### config.mk
export PLATFORM = sky130hd
export DESIGN_NAME = low_power_mode_sequencer
export DESIGN_NICKNAME = d
export VERILOG_FILES = /design/src/design/frame_timebase.v /design/src/design/low_power_mode_sequencer.v
export VERILOG_INCLUDE_DIRS = /design/src /design/src/design
export SDC_FILE = /design/constraint.sdc
export NUM_CORES = 1
export LEC_CHECK = 0
export BUFFER_PORTS_ARGS = -buffer_cell sky130_fd_sc_hd__buf_2
export CAP_MARGIN = 20
export CORE_ASPECT_RATIO = 1.75
export CORE_MARGIN = 2
export CORE_UTILIZATION = 45
export CTS_BUF_LIST = sky130_fd_sc_hd__clkbuf_8
export CTS_CLUSTER_SIZE = 24
export DETAILED_ROUTE_END_ITERATION = 10
export GPL_TIMING_DRIVEN = 0
export PLACE_DENSITY = 0.7
export SETUP_SLACK_MARGIN = 0.02
export SLEW_MARGIN = 20
export SYNTH_ARGS = -nofsm -noshare
export SYNTH_HDL_FRONTEND = slang
export SYNTH_SLANG_ARGS = --single-unit
### constraint.sdc
create_clock -name CLK -period 3.7 [get_ports CLK]
set_input_delay 0.555 -clock CLK [delete_from_list [all_inputs] [get_ports CLK]]
set_output_delay 0.555 -clock CLK [all_outputs]
set_load 0.03 [all_outputs]
### src/design/lp_seq_map.vh
`ifndef LP_SEQ_MAP_VH
`define LP_SEQ_MAP_VH

// clock and stabilization timing
`define CLK_PERIOD_NS 100
`define STAB_TIME_NS 1000000
`define STAB_CYCLES_DEF ((`STAB_TIME_NS + `CLK_PERIOD_NS - 1) / `CLK_PERIOD_NS)
`define STAB_W 16

// register byte offsets
`define ADDR_W 8
`define OFS_CTRL 8'h00
`define OFS_MISC 8'h04
`define OFS_CMD 8'h08
`define OFS_IRQ 8'h0c
`define OFS_STAT 8'h10
`define OFS_DT 8'h20

// field positions
`define CTRL_WTB_BIT 0
`define CTRL_LOW_SPEED_ON_FLAG_BIT 1
`define DT_BIT 3
`define CMD_HALT_BIT 0
`define CMD_SBY_BIT 1
`define IRQ_TA_FLAG_BIT 0
`define IRQ_EXT_FLAG_BIT 1
`define IRQ_GIE_BIT 2
`define IRQ_TA_MASK_BIT 4
`define IRQ_EXT_MASK_BIT 5
`define STAT_BUSY_BIT 4

// reset values
`define MISC_RST 2'h0
`define MASK_RST 1'b1

// timebase: prescaler w and timer a widths, frame taps as counter bit positions (frame of 2^tap sub-clock ticks)
`define PW_W 3
`define TA_W 8
`define TAP0 5
`define TAP1 7
`define TAP2 9

// axi responses
`define RESP_OKAY 2'h0
`define RESP_SLVERR 2'h2

`endif

### src/design/frame_timebase.v
`timescale 1ns/1ps
`include "lp_seq_map.vh"
module frame_timebase #(
    parameter PW_W = `PW_W,
    parameter TA_W = `TA_W
)(
    // clock and reset
    input wire clk,
    input wire nrst,
    // control
    input wire clr,
    input wire tick,
    input wire [1:0] sel,
    // events
    output reg strobe_q,
    output reg ovf_q
);

localparam CW = PW_W + TA_W;

reg [CW-1:0] cnt_q;
reg tap_hit;
wire [CW-1:0] cnt_n = cnt_q + {{(CW-1){1'b0}}, 1'b1};

// code 3 reserved, falls back to the shortest frame
always @*
begin
    case (sel)
        2'h1: tap_hit = (cnt_n[`TAP1-1:0] == {`TAP1{1'b0}});
        2'h2: tap_hit = (cnt_n[`TAP2-1:0] == {`TAP2{1'b0}});
        default: tap_hit = (cnt_n[`TAP0-1:0] == {`TAP0{1'b0}});
    endcase
end

always @(posedge clk or negedge nrst)
begin
    if (!nrst)
    begin
        cnt_q <= {CW{1'b0}};
        strobe_q <= 1'b0;
        ovf_q <= 1'b0;
    end
    else if (clr)
    begin
        cnt_q <= {CW{1'b0}};
        strobe_q <= 1'b0;
        ovf_q <= 1'b0;
    end
    else
    begin
        if (tick)
            cnt_q <= cnt_n;
        strobe_q <= tick & tap_hit;
        // timer a wrap always lands on a frame strobe
        ovf_q <= tick & (cnt_n == {CW{1'b0}});
    end
end

endmodule

### src/design/low_power_mode_sequencer.v
// Added by the designer: the AXI4-Lite register port and the placing of the registers.
`timescale 1ns/1ps
`include "lp_seq_map.vh"
module low_power_mode_sequencer #(
    parameter STAB_CYCLES = `STAB_CYCLES_DEF
)(
    // clock and reset
    input wire CLK,
    input wire NRST,
    // external pins
    input wire SUB_CLK,
    input wire WAKE_N,
    // axi4-lite write address
    input wire AWVALID,
    output reg AWREADY,
    input wire [`ADDR_W-1:0] AWADDR,
    input wire [2:0] AWPROT,
    // axi4-lite write data
    input wire WVALID,
    output reg WREADY,
    input wire [31:0] WDATA,
    input wire [3:0] WSTRB,
    // axi4-lite write response
    output reg BVALID,
    input wire BREADY,
    output reg [1:0] BRESP,
    // axi4-lite read address
    input wire ARVALID,
    output reg ARREADY,
    input wire [`ADDR_W-1:0] ARADDR,
    input wire [2:0] ARPROT,
    // axi4-lite read data
    output reg RVALID,
    input wire RREADY,
    output reg [31:0] RDATA,
    output reg [1:0] RRESP,
    // mode outputs
    output reg [2:0] MODE,
    output reg SYS_OSC_EN,
    output reg CPU_RUN,
    output reg CPU_CLK_SUB,
    output reg RAM_RETAIN,
    output reg TIMER_A_IRQ_FLAG,
    output reg EXT_IRQ0_FLAG
);

localparam ST_ACTIVE = 3'h0;
localparam ST_STANDBY = 3'h1;
localparam ST_STOP = 3'h2;
localparam ST_WATCH = 3'h3;
localparam ST_SUBACT = 3'h4;
localparam ST_WAKE = 3'h5;
localparam ST_DT = 3'h6;

// cut on purpose, the count must fit the stabilization counter
localparam integer STAB_M1 = STAB_CYCLES - 1;
localparam [`STAB_W-1:0] STAB_LOAD = STAB_M1[`STAB_W-1:0];

// pin synchronisers, first stage read only by second
reg [1:0] sync1_q;
reg [1:0] sync2_q;
reg sub_prev_q;
reg wake_prev_q;
wire sub_s = sync2_q[0];
wire wake_s = sync2_q[1];
wire sub_tick = sub_s & ~sub_prev_q;

always @(posedge CLK or negedge NRST)
begin
    if (!NRST)
    begin
        sync1_q <= 2'h3;
        sync2_q <= 2'h3;
        sub_prev_q <= 1'b1;
        wake_prev_q <= 1'b1;
    end
    else
    begin
        sync1_q <= {WAKE_N, SUB_CLK};
        sync2_q <= sync1_q;
        sub_prev_q <= sub_s;
        wake_prev_q <= wake_s;
    end
end

// state and software bits
reg [2:0] mode_q;
reg [2:0] mode_d;
reg wtb_sel_q;
reg low_speed_on_flag_q;
reg dt_q;
reg [1:0] frame_sel_q;
reg gie_q;
reg ta_mask_q;
reg ext_mask_q;
reg ta_flag_q;
reg ext_flag_q;
reg wake_samp_q;
reg ext_pend_q;
reg [`STAB_W-1:0] stab_q;

// axi write path, address and data taken in either order
reg aw_have_q;
reg w_have_q;
reg [`ADDR_W-1:0] awaddr_q;
reg [7:0] wbyte_q;
reg wstrb0_q;
wire wr_go = aw_have_q & w_have_q & ~BVALID;
wire wr_en = wr_go & wstrb0_q;

always @(posedge CLK or negedge NRST)
begin
    if (!NRST)
    begin
        AWREADY <= 1'b0;
        WREADY <= 1'b0;
        aw_have_q <= 1'b0;
        w_have_q <= 1'b0;
        awaddr_q <= {`ADDR_W{1'b0}};
        wbyte_q <= 8'h00;
        wstrb0_q <= 1'b0;
        BVALID <= 1'b0;
        BRESP <= `RESP_OKAY;
    end
    else
    begin
        if (AWVALID && AWREADY)
        begin
            awaddr_q <= AWADDR;
            aw_have_q <= 1'b1;
            AWREADY <= 1'b0;
        end
        else if (!aw_have_q && !BVALID)
            AWREADY <= 1'b1;
        if (WVALID && WREADY)
        begin
            wbyte_q <= WDATA[7:0];
            wstrb0_q <= WSTRB[0];
            w_have_q <= 1'b1;
            WREADY <= 1'b0;
        end
        else if (!w_have_q && !BVALID)
            WREADY <= 1'b1;
        if (wr_go)
        begin
            aw_have_q <= 1'b0;
            w_have_q <= 1'b0;
            BVALID <= 1'b1;
            case (awaddr_q)
                `OFS_CTRL, `OFS_MISC, `OFS_CMD, `OFS_IRQ, `OFS_STAT, `OFS_DT:
                    BRESP <= `RESP_OKAY;
                default:
                    BRESP <= `RESP_SLVERR;
            endcase
        end
        else if (BVALID && BREADY)
            BVALID <= 1'b0;
    end
end

// instruction strobes from the core
wire cmd_wr = wr_en & (awaddr_q == `OFS_CMD) & CPU_RUN;
wire halt_i = cmd_wr & wbyte_q[`CMD_HALT_BIT];
wire sby_i = cmd_wr & wbyte_q[`CMD_SBY_BIT] & ~wbyte_q[`CMD_HALT_BIT];
wire irq_wr = wr_en & (awaddr_q == `OFS_IRQ);
wire nop_c = ~gie_q & ((ta_flag_q & ~ta_mask_q) | (ext_flag_q & ~ext_mask_q));
wire instr = (halt_i | sby_i) & ~nop_c;

// frame timebase
wire strobe;
wire ovf;
// timebase halted and cleared in stop
wire tb_clr = (mode_q == ST_STOP);

// prescaler w and timer a as frame base
frame_timebase #(
    .PW_W(`PW_W),
    .TA_W(`TA_W)
) u_tb (
    .clk(CLK),
    .nrst(NRST),
    .clr(tb_clr),
    .tick(sub_tick),
    .sel(frame_sel_q),
    .strobe_q(strobe),
    .ovf_q(ovf)
);

wire lp = (mode_q == ST_WATCH) | (mode_q == ST_SUBACT) | (mode_q == ST_DT);
// in subactive, a strobe coinciding with an instruction drops requests
wire drop = (mode_q == ST_SUBACT) & instr & strobe;
wire lp_fall = strobe & wake_samp_q & ~wake_s;
wire ta_req = ovf & ~tb_clr & ~drop;
// low-power wake request only at a strobe
wire ext_req = lp ? (strobe & ext_pend_q & ~drop)
                  : (~tb_clr & wake_prev_q & ~wake_s);

always @(posedge CLK or negedge NRST)
begin
    if (!NRST)
    begin
        wake_samp_q <= 1'b1;
        ext_pend_q <= 1'b0;
        ta_flag_q <= 1'b0;
        ext_flag_q <= 1'b0;
    end
    else
    begin
        if (strobe)
            wake_samp_q <= wake_s;
        if (!lp || drop)
            ext_pend_q <= 1'b0;
        else if (lp_fall)
            ext_pend_q <= 1'b1;
        else if (strobe)
            ext_pend_q <= 1'b0;
        // set wins over a write-one clear
        ta_flag_q <= ta_req | (ta_flag_q & ~(irq_wr & wbyte_q[`IRQ_TA_FLAG_BIT]));
        ext_flag_q <= ext_req | (ext_flag_q & ~(irq_wr & wbyte_q[`IRQ_EXT_FLAG_BIT]));
    end
end

// mode sequencing
always @*
begin
    mode_d = mode_q;
    case (mode_q)
        ST_ACTIVE:
        begin
            // halt with timebase select enters watch
            // halt with select clear enters stop
            if (instr && halt_i)
                mode_d = wtb_sel_q ? ST_WATCH : ST_STOP;
            else if (instr && sby_i)
                mode_d = ST_STANDBY;
        end
        ST_STANDBY:
        begin
            if (ta_req || ext_req)
                mode_d = ST_ACTIVE;
        end
        ST_STOP:
            mode_d = ST_STOP;
        ST_WATCH:
        begin
            if (ta_req || ext_req)
                mode_d = low_speed_on_flag_q ? ST_SUBACT : ST_WAKE;
        end
        ST_SUBACT:
        begin
            if (instr)
                mode_d = (dt_q && !low_speed_on_flag_q) ? ST_DT : ST_WATCH;
        end
        ST_DT:
        begin
            if (strobe)
                mode_d = ST_WAKE;
        end
        ST_WAKE:
        begin
            if (stab_q == {`STAB_W{1'b0}})
                mode_d = ST_ACTIVE;
        end
        default:
            mode_d = ST_ACTIVE;
    endcase
end

always @(posedge CLK or negedge NRST)
begin
    if (!NRST)
    begin
        mode_q <= ST_ACTIVE;
        stab_q <= {`STAB_W{1'b0}};
        MODE <= ST_ACTIVE;
        SYS_OSC_EN <= 1'b1;
        CPU_RUN <= 1'b1;
        CPU_CLK_SUB <= 1'b0;
        RAM_RETAIN <= 1'b0;
        TIMER_A_IRQ_FLAG <= 1'b0;
        EXT_IRQ0_FLAG <= 1'b0;
    end
    else
    begin
        mode_q <= mode_d;
        if (mode_d == ST_WAKE && mode_q != ST_WAKE)
            stab_q <= STAB_LOAD;
        else if (stab_q != {`STAB_W{1'b0}})
            stab_q <= stab_q - {{(`STAB_W-1){1'b0}}, 1'b1};
        MODE <= mode_d;
        SYS_OSC_EN <= (mode_d == ST_ACTIVE) | (mode_d == ST_STANDBY) | (mode_d == ST_WAKE);
        CPU_RUN <= (mode_d == ST_ACTIVE) | (mode_d == ST_SUBACT);
        // subactive cpu on the sub clock
        CPU_CLK_SUB <= (mode_d == ST_SUBACT);
        // ram kept, no clear leaves stop
        RAM_RETAIN <= (mode_d != ST_ACTIVE) & (mode_d != ST_SUBACT);
        TIMER_A_IRQ_FLAG <= ta_req | (ta_flag_q & ~(irq_wr & wbyte_q[`IRQ_TA_FLAG_BIT]));
        EXT_IRQ0_FLAG <= ext_req | (ext_flag_q & ~(irq_wr & wbyte_q[`IRQ_EXT_FLAG_BIT]));
    end
end

// software registers
always @(posedge CLK or negedge NRST)
begin
    if (!NRST)
    begin
        wtb_sel_q <= 1'b0;
        low_speed_on_flag_q <= 1'b0;
        dt_q <= 1'b0;
        frame_sel_q <= `MISC_RST;
        gie_q <= 1'b0;
        ta_mask_q <= `MASK_RST;
        ext_mask_q <= `MASK_RST;
    end
    else
    begin
        if (wr_en && awaddr_q == `OFS_CTRL)
        begin
            wtb_sel_q <= wbyte_q[`CTRL_WTB_BIT];
            low_speed_on_flag_q <= wbyte_q[`CTRL_LOW_SPEED_ON_FLAG_BIT];
        end
        if (wr_en && awaddr_q == `OFS_MISC)
            frame_sel_q <= wbyte_q[1:0];
        if (irq_wr)
        begin
            gie_q <= wbyte_q[`IRQ_GIE_BIT];
            ta_mask_q <= wbyte_q[`IRQ_TA_MASK_BIT];
            ext_mask_q <= wbyte_q[`IRQ_EXT_MASK_BIT];
        end
        if (mode_d == ST_ACTIVE)
            dt_q <= 1'b0;
        else if (wr_en && awaddr_q == `OFS_DT && mode_q == ST_SUBACT)
            dt_q <= wbyte_q[`DT_BIT];
    end
end

// axi read path
reg [7:0] rd_byte;
reg rd_ok;

always @*
begin
    rd_byte = 8'h00;
    rd_ok = 1'b1;
    case (ARADDR)
        `OFS_CTRL:
            rd_byte = {6'h00, low_speed_on_flag_q, wtb_sel_q};
        `OFS_MISC:
            rd_byte = {6'h00, frame_sel_q};
        `OFS_CMD:
            rd_byte = 8'h00;
        `OFS_IRQ:
            rd_byte = {2'h0, ext_mask_q, ta_mask_q, 1'b0, gie_q, ext_flag_q, ta_flag_q};
        `OFS_STAT:
            rd_byte = {3'h0, (mode_q == ST_WAKE), 1'b0, mode_q};
        `OFS_DT:
            rd_byte = {4'h0, dt_q & (mode_q != ST_ACTIVE), 3'h0};
        default:
            rd_ok = 1'b0;
    endcase
end

always @(posedge CLK or negedge NRST)
begin
    if (!NRST)
    begin
        ARREADY <= 1'b0;
        RVALID <= 1'b0;
        RDATA <= 32'h00000000;
        RRESP <= `RESP_OKAY;
    end
    else
    begin
        if (ARVALID && ARREADY)
        begin
            ARREADY <= 1'b0;
            RVALID <= 1'b1;
            RDATA <= {24'h000000, rd_byte};
            RRESP <= rd_ok ? `RESP_OKAY : `RESP_SLVERR;
        end
        else if (RVALID && RREADY)
            RVALID <= 1'b0;
        else if (!RVALID)
            ARREADY <= 1'b1;
    end
end

endmodule

==> impl_results.md <==
- Vias: 3310
- Slew margin rel.: 54.8%
- Initial DRT Pass Iterations: 4
- Met1 Use GR: 19.1%
- Post-synth ARST share: 100%
- Area leader, netlist: dfrtp_1
- Ys flop type: dfrtp_1
- Routed wire length: 9310 um
- WL per Instance: 14.6 um
- Total CTS buffers: 9
- Setup CP Type: flop to flop
- Clock Latency Late Sink: 370 ps
- Clock-pin slew on the worst setup and hold paths: 90 ps
- Ant. Diodes: 0
- Crit path max fanout: 6
- Die height: 134 um
- Setup slack after layout: 990 ps
- Vias in the first global route: 3345
- CTS Root Buffer Type: clkbuf_8
- Tmin final: 2710 ps
- Slew @ Worst Pin: 677 ps
- Final setup fails: 0
- Reg-to-Reg Start: stab_q[0]
- Met2 Use GR: 33.6%
- Post-cts sizing count: 0
- Met3 usage: 4.71%
- Cell row count: 47
- Hpwl dp: 7130 um
- Sw power: 1010 uW
- Area of the mapped netlist: 0.00434 mm^2
- Die width: 78.2 um
- Critical path, cell by cell: inv_1, ha_1, or3b_2, nand2b_1, o21ai_0, nor3b_1, a311oi_1
- Part of the Yosys area used for sequential elements: 48.8%
- Critical Path End Type: flop
- Top-Level Pins: 117
- Fill cell instance count of the final layout: 858
- Share of cells above drive strength 1: 27.5%
- CTS tree: yes
- DRC Markers: 0
- GRT Util Overall: 18.3%
- Setup TNS: 0 ps
- Max-cap violations: 0
- DIE AREA: 0.0105 mm^2
- RSZ-0062 raised after global routing: false
- Required @ worst endpoint: 3910 ps
- Setup WS pre-CTS: 1020 ps
- Initial antenna violation count: 0
- Hold Buf Count CTS: 0
- R2r setup slk: 990 ps
- Layout area overhead: 16.9%
- Power per Cell Area: 551 mW/mm^2
- Final #Nets: 584
- R2R cell count: 7
- Logic gate share of total power: 30.7%
- Placeable Area: 0.00941 mm^2
- Yosys Warn Count: 0
- Most frequent cells in the layout: dfrtp_1 (73), buf_2 (50), nand2_1 (38), nor2_1 (36), buf_4 (29)
- Clock sink total: 84
- Via density: 5.18
- First-pass GRT wire length: 15200 um
- Fin crit share: 73.2%
- Initial Utilization: 46.1%
- Leak: 0.00243 uW
- Clk buf depth: 2
- Sequential power share: 46.7%
- Distinct cell type count after synthesis: 58
- Clk_skew: 17.1 ps
- Post-CTS setup repair buffer count: 0
- HP Class: input port to asynchronous set/reset pin
- Sw Share: 36.0%
- # port buffers: 51
- Clk network pwr share: 22.7%
- CTS H-tree depth: 3
- Status: finished, final reports clean
- Internal power: 1790 uW
- Final hold vios: 0
- Pin count of the biggest net entering global routing: 55
- Max Slew Vio Count: 0
- Worst VDD drop: 307 uV
- Top cells by area, synth: dfrtp_1 (42%), dfstp_2 (6.7%), mux2_2 (6.0%), buf_4 (4.8%), nand2_1 (3.3%)
- ANT nets after route: 0
- FMAX: 369 MHz
- Gr busiest metal: met2
- EDFF count, synth: 0
- Flops & latches, synth: 84
- Syn Inst Count: 422
- Critical Path AT: 2920 ps
- Crit-path max cell delay: 620 ps
- CP max-delay cell: nor3b_1
- Drt initial violations: 181
- GP Congestion: 0.889
- Worst R2R End: dt_q
- Critical path launch point type: flop
- Total grt overflow: 0
- Synthesized area per cell: 10.3 um^2
- Post-synth top area share: 42.1%
- Commonest non-fill, non-tap cell in the layout: dfrtp_1
[worst max path at each step]
stage | start | to | slack, ps | cells past startpoint
3_5_place_dp | stab_q[0] | dt_q | 1020 | 7
6_report | stab_q[0] | dt_q | 990 | 7
4_1_cts | stab_q[0] | dt_q | 1000 | 7
3_3_place_gp | stab_q[0] | dt_q | 1050 | 7
2_1_floorplan | mode_q[2] | stab_q[12] | 1310 | 8
5_1_grt | stab_q[0] | dt_q | 860 | 7
[logic make-up after synthesis]
group | count (synthesis) | share of synthesized area (%)
buf+inv | 50 | 6.92
other cells | 1 | 0.0864
xor+xnor | 24 | 4.84
mux | 26 | 6.66
fa+ha+maj | 6 | 1.67
simple gates | 160 | 19.7
flops | 84 | 48.8
compound gates | 71 | 11.3
[registers in the layout, indices dropped and copies added, names as in the netlist, 2 cells and up]
register / flops
RDATA: 6
awaddr_q: 8
frame_sel_q: 2
mode_q: 3
stab_q: 16
sync1_q: 2
sync2_q: 2
u_tb.cnt_q: 11
wbyte_q: 6
[worst max-delay path, delay by kind of cell (launching register included)]
| kind | cells | cell delay [ps] |
|---|---|---|
| buf+inv | 1 | 100 |
| compound gates | 2 | 510 |
| simple gates | 3 | 1360 |
| fa+ha+maj | 1 | 180 |
| flops | 1 | 410 |
[cell type report]
class | count | area [um^2] | share of cell area (%)
Tap cell | 122 | 153 | 3.01
Sequential cell | 84 | 2120 | 41.7
Buffer | 42 | 270 | 5.33
Timing Repair Buffer | 52 | 285 | 5.62
Inverter | 8 | 30.0 | 0.592
Clock buffer | 11 | 151 | 2.98
Multi-Input combinational cell | 315 | 2020 | 39.9
Clock inverter | 5 | 42.5 | 0.839
[Yosys cell counts, types with 3 or more instances]
cell type and instances:
dfrtp_1 73, a21boi_0 3, nor2b_1 6, or3_1 3, and2_1 6, xor2_1 14
nand4_1 4, ha_1 5, a31oi_1 7, buf_4 28, a21o_1 3, or4_1 4
nand3b_1 5, nor3b_1 3, nor3_1 10, inv_1 8, o211ai_1 3, clkbuf_1 13
xnor2_1 10, nor4_1 5, o21a_1 5, and3_1 6, mux2i_1 3, nand3_1 9
mux2_2 23, nand2_1 38, o21ai_0 20, dfstp_2 11, a21oi_1 11, nand2b_1 12
nor2_1 36
[routing by layer]
metal | routed length [um] | share of wire, % | vias up
met3 | 390 | 4.2 | 24
met2 | 5170 | 56 | 75
li1 | - | - | 1612
met4 | 280 | 3.0 | 0
met5 | 0 | 0 | -
met1 | 3470 | 37 | 1599
[stage by stage]
step / utilization (%) / power, uW / cell area [um^2] / cells / hold WS (ps)
5_1_grt: 53.9 / 2970 / 5070 / 639 / 140
3_3_place_gp: 51.5 / 2130 / 4850 / 622 / 347
2_1_floorplan: - / 1950 / 4440 / 449 / 259
6_report: 53.9 / 2800 / 5070 / 639 / 113
4_1_cts: 53.9 / 2820 / 5070 / 639 / 121
3_5_place_dp: 51.8 / 2180 / 4880 / 623 / 347
[power by group through the flow]
stage	combinational, uW	sequential [uW]	clock [uW]
after global placement	822	1310	0
after global routing	952	1330	686
after floorplan	602	1350	0
final	857	1310	633
after CTS	865	1300	648
after detailed placement	859	1320	0
(Power assumes the default switching activity.)
